## src/logic/serial_gpio_defs.vh

```
// constants for the serial-shared gpio port: offsets, fields, reset values
`ifndef SERIAL_GPIO_DEFS_VH
`define SERIAL_GPIO_DEFS_VH

// ----------------------------------------------------------------------
// register byte offsets
// ----------------------------------------------------------------------
`define OFF_PIN_DATA 12'h000
`define OFF_PIN_DIRECTION 12'h004
`define OFF_SYNC_CTRL_ONE 12'h008
`define OFF_SYNC_CTRL_TWO 12'h00C
`define OFF_ASYNC0_CTRL_ONE 12'h010
`define OFF_ASYNC1_CTRL_ONE 12'h014

// ----------------------------------------------------------------------
// register select codes
// ----------------------------------------------------------------------
`define SEL_NONE 3'h0
`define SEL_DATA 3'h1
`define SEL_DIR 3'h2
`define SEL_SYNC1 3'h3
`define SEL_SYNC2 3'h4
`define SEL_ASY0 3'h5
`define SEL_ASY1 3'h6

// ----------------------------------------------------------------------
// field positions
// ----------------------------------------------------------------------
`define BIT_SYNC_ENABLE 6
`define BIT_SYNC_WIRED_OR 5
`define BIT_PULLUP_ENABLE 3
`define BIT_REDUCED_DRIVE 2
`define BIT_SERIAL_PIN_CTRL 0
`define BIT_ASYNC_LOOP 7
`define BIT_ASYNC_WIRED_OR 6

// ----------------------------------------------------------------------
// pin positions and groups
// ----------------------------------------------------------------------
`define PIN_ASYNC0_RX 0
`define PIN_ASYNC0_TX 1
`define PIN_ASYNC1_RX 2
`define PIN_ASYNC1_TX 3
`define PIN_SYNC_LO 4
`define PIN_SYNC_HI 7

// ----------------------------------------------------------------------
// reset values and bus answers
// ----------------------------------------------------------------------
`define RST_BYTE 8'h00
`define RST_SYNC_CTRL_TWO 8'h08
`define RST_PULLUP_ALL 8'hFF
`define RST_WORD 32'h0000_0000
`define RESP_OKAY 2'b00
`define RESP_SLVERR 2'b10
`define MASK_CTRL_TWO 8'h0D

`endif

```

## src/logic/serial_gpio_pin_cell.v

```verilog
// one port pin: direction, serial steering, wired-or and read-back
`timescale 1ns/1ps
module serial_gpio_pin_cell
(
  // port latch and direction
  input wire i_latch,
  input wire i_dir,
  // serial function steering
  input wire i_force_in,
  input wire i_force_out,
  input wire i_serial_own,
  input wire i_serial_val,
  // options
  input wire i_wired_or,
  input wire i_pullup_en,
  // pin level
  input wire i_pin_in,
  // results
  output reg o_out,
  output reg o_oe,
  output reg o_pullup,
  output reg o_read
);

  reg is_out;
  reg drv_in;

  // steering of one pin
  always @*
  begin
    // serial forcing overrides the direction bit
    is_out = i_force_out | (i_dir & ~i_force_in);
    // serial value replaces the latch, so writes cannot move the pin
    drv_in = i_serial_own ? i_serial_val : i_latch;
    if (i_wired_or)
    begin
      o_out = 1'b0;
      o_oe = is_out & ~drv_in;
    end
    else
    begin
      o_out = drv_in;
      o_oe = is_out;
    end
    o_pullup = i_pullup_en & ~is_out;
    // direction-1 pins read the driver input, direction-0 pins the pin level
    o_read = i_dir ? drv_in : i_pin_in;
  end

endmodule

```

## src/logic/serial_gpio_port.v

```verilog
// eight-bit gpio port sharing its pins with two async and one sync channel
//
// Overview of operation
// every pin works either as plain gpio or for its serial function
// upper four pins carry sync select, clock, master-out and master-in
// lower four pins carry transmit and receive of both async channels
// reading a data bit with direction 0 returns the pin level
// reading a data bit with direction 1 returns the driver input value
// writes land in a latch that drives the pin only when output
// data writes do not move a pin used as async serial output
// direction 1 means output, 0 input; reset clears all to input
// loop bit 0: async receive pins input, transmit pins output
// sync channel enabled: its input pins are forced to inputs
// sync enabled: its outputs drive only with direction 1, else gpio
// pull-up bit enables pull-ups on input pins only; set after reset
// reduced-drive bit lowers drive on outputs; clear after reset
// wired-or in three groups: sync upper four, each async its pair; here each async bit sets the other channel's pair
// software may access data and direction registers at any time
// wired-or output drives low only and releases for a high
//
// Chosen here: the address map and register access over AXI4-Lite.
`timescale 1ns/1ps
`include "serial_gpio_defs.vh"
module serial_gpio_port
(
  // clock and reset
  input wire i_core_clk,
  input wire i_resetn,
  // axi4-lite write address and data
  input wire i_s_axi_awvalid,
  output reg o_s_axi_awready,
  input wire [11:0] i_s_axi_awaddr,
  input wire i_s_axi_wvalid,
  output reg o_s_axi_wready,
  input wire [31:0] i_s_axi_wdata,
  input wire [3:0] i_s_axi_wstrb,
  // axi4-lite write response
  output reg o_s_axi_bvalid,
  input wire i_s_axi_bready,
  output reg [1:0] o_s_axi_bresp,
  // axi4-lite read
  input wire i_s_axi_arvalid,
  output reg o_s_axi_arready,
  input wire [11:0] i_s_axi_araddr,
  output reg o_s_axi_rvalid,
  input wire i_s_axi_rready,
  output reg [31:0] o_s_axi_rdata,
  output reg [1:0] o_s_axi_rresp,
  // port pins
  input wire [7:0] i_pin_in,
  output reg [7:0] o_pin_out,
  output reg [7:0] o_pin_oe,
  output reg [7:0] o_pin_pullup,
  output reg o_reduced_drive,
  // async channels
  input wire i_async0_tx_val,
  input wire i_async1_tx_val,
  output reg o_async0_rx_val,
  output reg o_async1_rx_val,
  output reg o_async0_loop,
  output reg o_async1_loop,
  // sync channel, select, clock, master-out, master-in
  input wire [3:0] i_sync_out_mask,
  input wire [3:0] i_sync_out_val,
  output reg [3:0] o_sync_in_val,
  output reg o_sync_enable,
  output reg o_serial_pin_control
);

  // --------------------------------------------------------------------
  // register file
  // --------------------------------------------------------------------
  reg [7:0] pin_data_ff;
  reg [7:0] pin_dir_ff;
  reg [7:0] sync_ctrl_one_ff;
  reg [7:0] sync_ctrl_two_ff;
  reg [7:0] async0_ctrl_one_ff;
  reg [7:0] async1_ctrl_one_ff;
  reg aw_held_ff;
  reg [11:0] aw_addr_ff;
  reg w_held_ff;
  reg [31:0] w_data_ff;
  reg [3:0] w_strb_ff;

  // per-pin steering vectors
  reg [7:0] force_in;
  reg [7:0] force_out;
  reg [7:0] serial_own;
  reg [7:0] serial_val;
  reg [7:0] wired_or;
  wire [7:0] cell_out;
  wire [7:0] cell_oe;
  wire [7:0] cell_pullup;
  wire [7:0] cell_read;

  wire sync_on;
  wire loop0;
  wire loop1;
  wire do_write;
  wire [2:0] wsel;
  wire [2:0] rsel;

  // address decode shared by the write and read paths
  function [2:0] reg_sel;
    input [11:0] addr;
    begin
      case (addr)
        `OFF_PIN_DATA: reg_sel = `SEL_DATA;
        `OFF_PIN_DIRECTION: reg_sel = `SEL_DIR;
        `OFF_SYNC_CTRL_ONE: reg_sel = `SEL_SYNC1;
        `OFF_SYNC_CTRL_TWO: reg_sel = `SEL_SYNC2;
        `OFF_ASYNC0_CTRL_ONE: reg_sel = `SEL_ASY0;
        `OFF_ASYNC1_CTRL_ONE: reg_sel = `SEL_ASY1;
        default: reg_sel = `SEL_NONE;
      endcase
    end
  endfunction

  assign sync_on = sync_ctrl_one_ff[`BIT_SYNC_ENABLE];
  assign loop0 = async0_ctrl_one_ff[`BIT_ASYNC_LOOP];
  assign loop1 = async1_ctrl_one_ff[`BIT_ASYNC_LOOP];
  // a write completes once both address and data are held
  assign do_write = aw_held_ff & w_held_ff & ~o_s_axi_bvalid;
  assign wsel = reg_sel(aw_addr_ff);
  assign rsel = reg_sel(i_s_axi_araddr);

  // --------------------------------------------------------------------
  // axi write channels; address and data are taken in either order
  // --------------------------------------------------------------------
  always @(posedge i_core_clk or negedge i_resetn)
  begin
    if (!i_resetn)
    begin
      o_s_axi_awready <= 1'b0;
      o_s_axi_wready <= 1'b0;
      aw_held_ff <= 1'b0;
      w_held_ff <= 1'b0;
      aw_addr_ff <= 12'h000;
      w_data_ff <= `RST_WORD;
      w_strb_ff <= 4'h0;
      o_s_axi_bvalid <= 1'b0;
      o_s_axi_bresp <= `RESP_OKAY;
    end
    else
    begin
      // each ready is offered only while its own channel holds nothing, so one write at a time
      o_s_axi_awready <= ~aw_held_ff & ~(o_s_axi_awready & i_s_axi_awvalid);
      o_s_axi_wready <= ~w_held_ff & ~(o_s_axi_wready & i_s_axi_wvalid);
      if (o_s_axi_awready & i_s_axi_awvalid)
      begin
        aw_held_ff <= 1'b1;
        aw_addr_ff <= i_s_axi_awaddr;
      end
      if (o_s_axi_wready & i_s_axi_wvalid)
      begin
        w_held_ff <= 1'b1;
        w_data_ff <= i_s_axi_wdata;
        w_strb_ff <= i_s_axi_wstrb;
      end
      if (do_write)
      begin
        o_s_axi_bvalid <= 1'b1;
        o_s_axi_bresp <= (wsel == `SEL_NONE) ? `RESP_SLVERR : `RESP_OKAY;
      end
      else if (o_s_axi_bvalid & i_s_axi_bready)
      begin
        o_s_axi_bvalid <= 1'b0;
        aw_held_ff <= 1'b0;
        w_held_ff <= 1'b0;
      end
    end
  end

  // --------------------------------------------------------------------
  // register updates; only byte lane 0 carries data
  // --------------------------------------------------------------------
  always @(posedge i_core_clk or negedge i_resetn)
  begin
    if (!i_resetn)
    begin
      pin_data_ff <= `RST_BYTE;
      pin_dir_ff <= `RST_BYTE;
      sync_ctrl_one_ff <= `RST_BYTE;
      sync_ctrl_two_ff <= `RST_SYNC_CTRL_TWO;
      async0_ctrl_one_ff <= `RST_BYTE;
      async1_ctrl_one_ff <= `RST_BYTE;
    end
    else if (do_write & w_strb_ff[0])
    begin
      // no access window: data and direction accept writes any time
      case (wsel)
        `SEL_DATA: pin_data_ff <= w_data_ff[7:0];
        `SEL_DIR: pin_dir_ff <= w_data_ff[7:0];
        `SEL_SYNC1: sync_ctrl_one_ff <= w_data_ff[7:0];
        `SEL_SYNC2: sync_ctrl_two_ff <= w_data_ff[7:0] & `MASK_CTRL_TWO;
        `SEL_ASY0: async0_ctrl_one_ff <= w_data_ff[7:0];
        `SEL_ASY1: async1_ctrl_one_ff <= w_data_ff[7:0];
        default: pin_data_ff <= pin_data_ff;
      endcase
    end
  end

  // --------------------------------------------------------------------
  // axi read channel; data bits show the sampled pin or driver input
  // --------------------------------------------------------------------
  always @(posedge i_core_clk or negedge i_resetn)
  begin
    if (!i_resetn)
    begin
      o_s_axi_arready <= 1'b0;
      o_s_axi_rvalid <= 1'b0;
      o_s_axi_rdata <= `RST_WORD;
      o_s_axi_rresp <= `RESP_OKAY;
    end
    else
    begin
      o_s_axi_arready <= ~o_s_axi_rvalid & ~o_s_axi_arready;
      if (o_s_axi_arready & i_s_axi_arvalid)
      begin
        o_s_axi_rvalid <= 1'b1;
        o_s_axi_rresp <= (rsel == `SEL_NONE) ? `RESP_SLVERR : `RESP_OKAY;
        case (rsel)
          `SEL_DATA: o_s_axi_rdata <= {24'h00_0000, cell_read};
          `SEL_DIR: o_s_axi_rdata <= {24'h00_0000, pin_dir_ff};
          `SEL_SYNC1: o_s_axi_rdata <= {24'h00_0000, sync_ctrl_one_ff};
          `SEL_SYNC2: o_s_axi_rdata <= {24'h00_0000, sync_ctrl_two_ff};
          `SEL_ASY0: o_s_axi_rdata <= {24'h00_0000, async0_ctrl_one_ff};
          `SEL_ASY1: o_s_axi_rdata <= {24'h00_0000, async1_ctrl_one_ff};
          default: o_s_axi_rdata <= `RST_WORD;
        endcase
      end
      else if (o_s_axi_rvalid & i_s_axi_rready)
      begin
        o_s_axi_rvalid <= 1'b0;
      end
    end
  end

  // --------------------------------------------------------------------
  // serial steering per pin
  // --------------------------------------------------------------------
  // with loop mode clear the async pair ignores direction; in loop mode
  // the pair falls back to plain gpio so the channel keeps off the pins
  always @*
  begin
    force_in = 8'h00;
    force_out = 8'h00;
    serial_own = 8'h00;
    serial_val = 8'h00;
    force_in[`PIN_ASYNC0_RX] = ~loop0;
    force_out[`PIN_ASYNC0_TX] = ~loop0;
    serial_own[`PIN_ASYNC0_TX] = ~loop0;
    serial_val[`PIN_ASYNC0_TX] = i_async0_tx_val;
    force_in[`PIN_ASYNC1_RX] = ~loop1;
    force_out[`PIN_ASYNC1_TX] = ~loop1;
    serial_own[`PIN_ASYNC1_TX] = ~loop1;
    serial_val[`PIN_ASYNC1_TX] = i_async1_tx_val;
    // sync pins: inputs forced, outputs still gated by direction
    force_in[`PIN_SYNC_HI:`PIN_SYNC_LO] =
      {4{sync_on}} & ~i_sync_out_mask;
    serial_own[`PIN_SYNC_HI:`PIN_SYNC_LO] =
      {4{sync_on}} & i_sync_out_mask;
    serial_val[`PIN_SYNC_HI:`PIN_SYNC_LO] = i_sync_out_val;
    // wired-or groups follow the three group control bits
    wired_or[`PIN_SYNC_HI:`PIN_SYNC_LO] =
      {4{sync_ctrl_one_ff[`BIT_SYNC_WIRED_OR]}};
    wired_or[`PIN_ASYNC1_TX:`PIN_ASYNC1_RX] =
      {2{async0_ctrl_one_ff[`BIT_ASYNC_WIRED_OR]}};
    wired_or[`PIN_ASYNC0_TX:`PIN_ASYNC0_RX] =
      {2{async1_ctrl_one_ff[`BIT_ASYNC_WIRED_OR]}};
  end

  // one cell per pin, any pin may be gpio or serial
  genvar gi;
  generate
    for (gi = 0; gi < 8; gi = gi + 1)
    begin : g_pin
      serial_gpio_pin_cell u_cell
      (
        .i_latch(pin_data_ff[gi]),
        .i_dir(pin_dir_ff[gi]),
        .i_force_in(force_in[gi]),
        .i_force_out(force_out[gi]),
        .i_serial_own(serial_own[gi]),
        .i_serial_val(serial_val[gi]),
        .i_wired_or(wired_or[gi]),
        .i_pullup_en(sync_ctrl_two_ff[`BIT_PULLUP_ENABLE]),
        .i_pin_in(i_pin_in[gi]),
        .o_out(cell_out[gi]),
        .o_oe(cell_oe[gi]),
        .o_pullup(cell_pullup[gi]),
        .o_read(cell_read[gi])
      );
    end
  endgenerate

  // --------------------------------------------------------------------
  // registered pin and channel outputs
  // --------------------------------------------------------------------
  // one cycle of latency buys glitch-free pins straight from flops
  always @(posedge i_core_clk or negedge i_resetn)
  begin
    if (!i_resetn)
    begin
      o_pin_out <= `RST_BYTE;
      o_pin_oe <= `RST_BYTE;
      o_pin_pullup <= `RST_PULLUP_ALL;
      o_reduced_drive <= 1'b0;
      o_async0_rx_val <= 1'b0;
      o_async1_rx_val <= 1'b0;
      o_async0_loop <= 1'b0;
      o_async1_loop <= 1'b0;
      o_sync_in_val <= 4'h0;
      o_sync_enable <= 1'b0;
      o_serial_pin_control <= 1'b0;
    end
    else
    begin
      o_pin_out <= cell_out;
      o_pin_oe <= cell_oe;
      o_pin_pullup <= cell_pullup;
      o_reduced_drive <= sync_ctrl_two_ff[`BIT_REDUCED_DRIVE];
      o_async0_rx_val <= i_pin_in[`PIN_ASYNC0_RX];
      o_async1_rx_val <= i_pin_in[`PIN_ASYNC1_RX];
      o_async0_loop <= loop0;
      o_async1_loop <= loop1;
      o_sync_in_val <= i_pin_in[`PIN_SYNC_HI:`PIN_SYNC_LO];
      o_sync_enable <= sync_on;
      o_serial_pin_control <= sync_ctrl_two_ff[`BIT_SERIAL_PIN_CTRL];
    end
  end

endmodule

```

## config.mk

```make
export PLATFORM = sky130hd
export DESIGN_NAME = serial_gpio_port
export DESIGN_NICKNAME = d
export VERILOG_FILES = /design/src/logic/serial_gpio_pin_cell.v /design/src/logic/serial_gpio_port.v
export VERILOG_INCLUDE_DIRS = /design/src /design/src/logic
export SDC_FILE = /design/constraint.sdc
export NUM_CORES = 1
export LEC_CHECK = 0
export BUFFER_PORTS_ARGS = -buffer_cell sky130_fd_sc_hd__buf_2
export CORE_MARGIN = 10
export CORE_UTILIZATION = 45
export CTS_BUF_LIST = sky130_fd_sc_hd__clkbuf_4 sky130_fd_sc_hd__clkbuf_8
export CTS_CLUSTER_SIZE = 12
export DETAILED_ROUTE_END_ITERATION = 16
export HOLD_SLACK_MARGIN = 0.05
export PLACE_DENSITY = 0.72
export SYNTH_ARGS = -nofsm -noshare
export SYNTH_HDL_FRONTEND = slang
export SYNTH_SLANG_ARGS = --single-unit
```

## constraint.sdc

```tcl
create_clock -name i_core_clk -period 5 [get_ports i_core_clk]
set_input_delay 0.25 -clock i_core_clk [delete_from_list [all_inputs] [get_ports i_core_clk]]
set_output_delay 0.25 -clock i_core_clk [all_outputs]
set_load 0.02 [all_outputs]
```

==> results.rst <==
.. list-table::
   :header-rows: 1

   * - Metric
     - Value
   * - Overall die area
     - 15,800 um^2
   * - Largest cells by area after synthesis
     - sky130_fd_sc_hd__dfrtp_1 (53%), sky130_fd_sc_hd__mux2_2 (16%), sky130_fd_sc_hd__dfstp_2 (4.7%)
   * - Clock input transition at the sequential cells of the worst setup and hold paths
     - roughly 0.07 ns
   * - Endpoint required time on the critical path
     - 5.30 ns
   * - Top-Level Pins
     - around 160
   * - Crit path max fanout
     - 8
   * - Final hold viol count
     - 0
   * - Netlist cell types
     - 46
   * - Mean area per synthesized cell
     - about 13 um^2
   * - Layout Nets
     - between 600 and 700
   * - Row count
     - 38
   * - Power per cell area
     - just over 400 nW/um^2
   * - Syn. warnings
     - 0
   * - First-pass GRT wire length
     - a little under 20,000 um
   * - Layout cells sized above 1
     - 0.430
   * - GR Util All Layers
     - 0.152
   * - Effective utilization at floorplan
     - 0.460
   * - Class of the tightest hold or removal check
     - in2reg
   * - Crit path capture type
     - flop
   * - Post-Syn Area
     - approximately 5000 um^2
   * - Non-filler cells in the finished layout
     - roughly 700
   * - Worst clock skew
     - 0.0121 ns
   * - Count of cells resized by post-cts repair
     - 0
   * - Final Max Slew Viols
     - 0
   * - Count of TritonRoute iterations in the first routing pass
     - 4
   * - Largest net degree at the start of global routing
     - between 60 and 70
   * - Mux contribution to synthesized area
     - 0.177
   * - Number of max-cap violations
     - 0
   * - Footprint of the multi-input gates
     - 1930 um^2
   * - Worst-margin pin slew
     - slightly above 0.8 ns
   * - Detailed placement HPWL
     - ~8600 um
   * - Top cell type's share of synthesized area
     - 0.534
   * - Leakage component of the power
     - 3.11 nW
   * - Count of unresolved DRC violations after routing
     - 0
   * - Post-Synth Simple-Gate Area
     - 0.102
   * - Gate Count Post-Synth
     - around 400
   * - Count of input and output buffers
     - around 110
   * - CTS root buffer
     - sky130_fd_sc_hd__clkbuf_8
   * - Number of H-tree levels
     - 4
   * - Sequential Area
     - just under 3000 um^2
   * - Ratio of routed vias to standard cells
     - about 5.1
   * - Via count of the first global-routing pass
     - ~3,800
   * - Biggest area consumer among synthesized cells
     - sky130_fd_sc_hd__dfrtp_1
   * - Final Power
     - 2.58 mW
   * - Clock insertion delay at the later pin of the skew report
     - ~0.42 ns
   * - Layout-stage area growth over the synthesis result
     - 25.6%
   * - CTS tree
     - built
   * - Share of the synthesized netlist area taken by xor and xnor gates
     - 0
   * - Max Buffers Root-to-Sink
     - 2
   * - Relative slew margins
     - 0.458
   * - Filler instances
     - slightly above 900
   * - Arithmetic-cell share of the synthesized area counting full adders, half adders and majority gates
     - 0
   * - CTS sink cnt
     - 116
   * - Final routed wirelength across all metal layers
     - ~12,000 um
   * - DIE WIDTH
     - around 130 um
   * - Via total after detailed routing
     - 3,495
   * - Synthesis-stage register bit count
     - approximately 120
   * - Clock period minus worst slack
     - 2.19 ns
   * - Part of the cycle the worst path needs
     - 0.437
   * - Startpoint class of the critical path
     - flop
   * - RSZ-0062 raised after global routing
     - false
   * - GP Congestion
     - 0.815
   * - Number of antenna violations at the first check in global routing
     - 0
   * - Largest family of logic cells by synthesized area
     - multiplexers
   * - Core area
     - ~11,000 um^2
   * - Worst voltage drop across the vdd grid
     - around 0.26 mV
   * - Antenna diodes
     - 0
   * - Placed insts
     - roughly 630
   * - Routed wire per std cell
     - about 17 um
   * - Antenna Violating Nets Remaining
     - 0
   * - Result of the run
     - finished clean
   * - Inserted Clock Buffers
     - 17
   * - DR iter-0 viols
     - 205
   * - Overflow after GRT
     - 0
   * - Post-route setup TNS
     - 0 ns
   * - Sequential-to-total area share from yosys stat
     - 0.581
   * - Final setup violation count
     - 0
   * - Fraction of the mapped netlist area in compound gates
     - 0.0859
   * - Post-CTS setup buffer count
     - 0
   * - Arrival time reported for the critical path endpoint
     - between 2 and 2.5 ns
   * - Die Height
     - 126 um
   * - Highest Clock Rate
     - ~460 MHz
   * - Worst setup path category
     - reg2reg
## cell usage after synthesis (all sizes together)
cell and number:
a2111oi 1, a211o 3, a211oi 1, a21bo 4, a21oi 24, a221o 1, a221oi 1, a22oi 5
a311oi 4, and2 9, and3b 1, buf 28, clkbuf 10, conb 1, dfrtp 107, dfstp 9
inv 3, mux2 73, mux2i 6, nand2 28, nand2b 3, nand3 6, nand3b 4, nand4 1
nand4b 2, nand4bb 1, nor2 18, nor2b 3, nor3 2, nor4 3, nor4b 2, o211ai 2
o21ai 14, o221ai 2, o31a 3, o31ai 1, or2 2, or3 4, or4b 1
## worst max-delay path, cell delays in order, from the launching register on
cell and delay (ns):
sky130_fd_sc_hd__dfrtp_1 0.43, sky130_fd_sc_hd__nand3b_4 0.22, sky130_fd_sc_hd__or4b_4 0.55, sky130_fd_sc_hd__nor2_2 0.46, sky130_fd_sc_hd__mux2_2 0.40
## worst paths after layout
check                                         start               endpoint  slack, ns  cells past startpoint
worst min-delay path              i_s_axi_awaddr[8]          aw_addr_ff[8]       0.07                      2
max in group asynchronous                  i_resetn  async0_ctrl_one_ff[2]       3.37                      3
worst max-delay path                 o_s_axi_bvalid         pin_data_ff[1]       2.81                      4
min in group asynchronous                  i_resetn           o_pin_out[2]       0.46                      2
worst min register to register  sync_ctrl_two_ff[0]   o_serial_pin_control       0.40                      0
worst max register to register       o_s_axi_bvalid         pin_data_ff[1]       2.81                      4
## flip-flops by register name, indices dropped and copies added, names as in the netlist, 3 cells and up
| register | count |
|---|---|
| o_pin_oe | 8 |
| async0_ctrl_one_ff | 8 |
| pin_data_ff | 8 |
| w_data_ff | 8 |
| sync_ctrl_one_ff | 8 |
| o_pin_out | 8 |
| o_s_axi_rdata | 8 |
| aw_addr_ff | 12 |
| o_sync_in_val | 4 |
| sync_ctrl_two_ff | 3 |
| pin_dir_ff | 8 |
| async1_ctrl_one_ff | 8 |
| o_pin_pullup | 8 |
## per-stage QoR
| step | hold slack [ns] | util | cell area [um^2] | setup WS [ns] |
|---|---|---|---|---|
| after global routing | 0.0509 | 0.578 | 6290 | 2.66 |
| after floorplan | -0.0456 | - | 5110 | 3.01 |
| after CTS | 0.0504 | 0.576 | 6270 | 2.77 |
| final | 0.0678 | 0.578 | 6290 | 2.81 |
| after detailed placement | 0.381 | 0.512 | 5570 | 2.81 |
| after global placement | 0.379 | 0.512 | 5570 | 2.87 |
## logic make-up (layout without fill, tap and decap cells)
kind of cell | Yosys count | count (layout)
buffers and inverters | 41 | 169
flip-flops | 116 | 116
AND/OR/NAND/NOR | 90 | 90
other | 1 | 26
multiplexers | 79 | 79
AO/OA/AOI/OAI | 66 | 66
## placed cells by master, fill, tap and decap left out, types with 2 or more instances in the layout
cell type / count
sky130_fd_sc_hd__dfrtp_1: 107
sky130_fd_sc_hd__buf_2: 106
sky130_fd_sc_hd__mux2_2: 72
sky130_fd_sc_hd__nand2_1: 28
sky130_fd_sc_hd__conb_1: 26
sky130_fd_sc_hd__dlygate4sd3_1: 26
sky130_fd_sc_hd__a21oi_1: 24
sky130_fd_sc_hd__clkbuf_8: 19
sky130_fd_sc_hd__nor2_1: 16
sky130_fd_sc_hd__o21ai_0: 14
sky130_fd_sc_hd__and2_1: 9
sky130_fd_sc_hd__dfstp_2: 9
sky130_fd_sc_hd__mux2i_1: 6
sky130_fd_sc_hd__nand3_1: 6
sky130_fd_sc_hd__a22oi_1: 5
sky130_fd_sc_hd__bufinv_16: 5
sky130_fd_sc_hd__a21bo_2: 4
sky130_fd_sc_hd__or3_1: 4
sky130_fd_sc_hd__a311oi_1: 4
sky130_fd_sc_hd__clkinv_2: 4
sky130_fd_sc_hd__nor2b_1: 3
sky130_fd_sc_hd__inv_1: 3
sky130_fd_sc_hd__nand3b_1: 3
sky130_fd_sc_hd__o31a_1: 3
sky130_fd_sc_hd__a211o_1: 3
sky130_fd_sc_hd__nand2b_1: 3
sky130_fd_sc_hd__clkbuf_4: 3
sky130_fd_sc_hd__nor2_2: 2
sky130_fd_sc_hd__nor4_1: 2
sky130_fd_sc_hd__or2_2: 2
sky130_fd_sc_hd__o221ai_1: 2
sky130_fd_sc_hd__o211ai_1: 2
sky130_fd_sc_hd__nor4b_1: 2
sky130_fd_sc_hd__buf_4: 2
## area by class of cell
cell class,instances,area share
inverters,3,0.00179
repair buffers,134,0.128
multi-input cells,261,0.306
clock inverters,10,0.0282
well taps,140,0.0278
flip-flops and latches,116,0.463
clock buffers,22,0.0451
## per-layer routing
layer | up-vias | global-route usage | part of all wire
met3 | 17 | 0.0579 | 0.078
met5 | - | 0 | 0
met1 | 1725 | 0.174 | 0.41
li1 | 1640 | - | -
met2 | 113 | 0.249 | 0.49
met4 | 0 | 0.0630 | 0.018
## what timing repair did
| action | CTS | global route |
|---|---|---|
| endpoints found under the hold margin | 85 | 2 |
| endpoints found under the setup margin | 0 | 0 |
| hold buffers | 24 | 2 |
## where the power goes
part	switching, mW	total, mW	internal, mW
registers	0.141	1.21	1.07
clock network	0.361	0.995	0.634
logic	0.194	0.373	0.178
(Power assumes the default switching activity.)
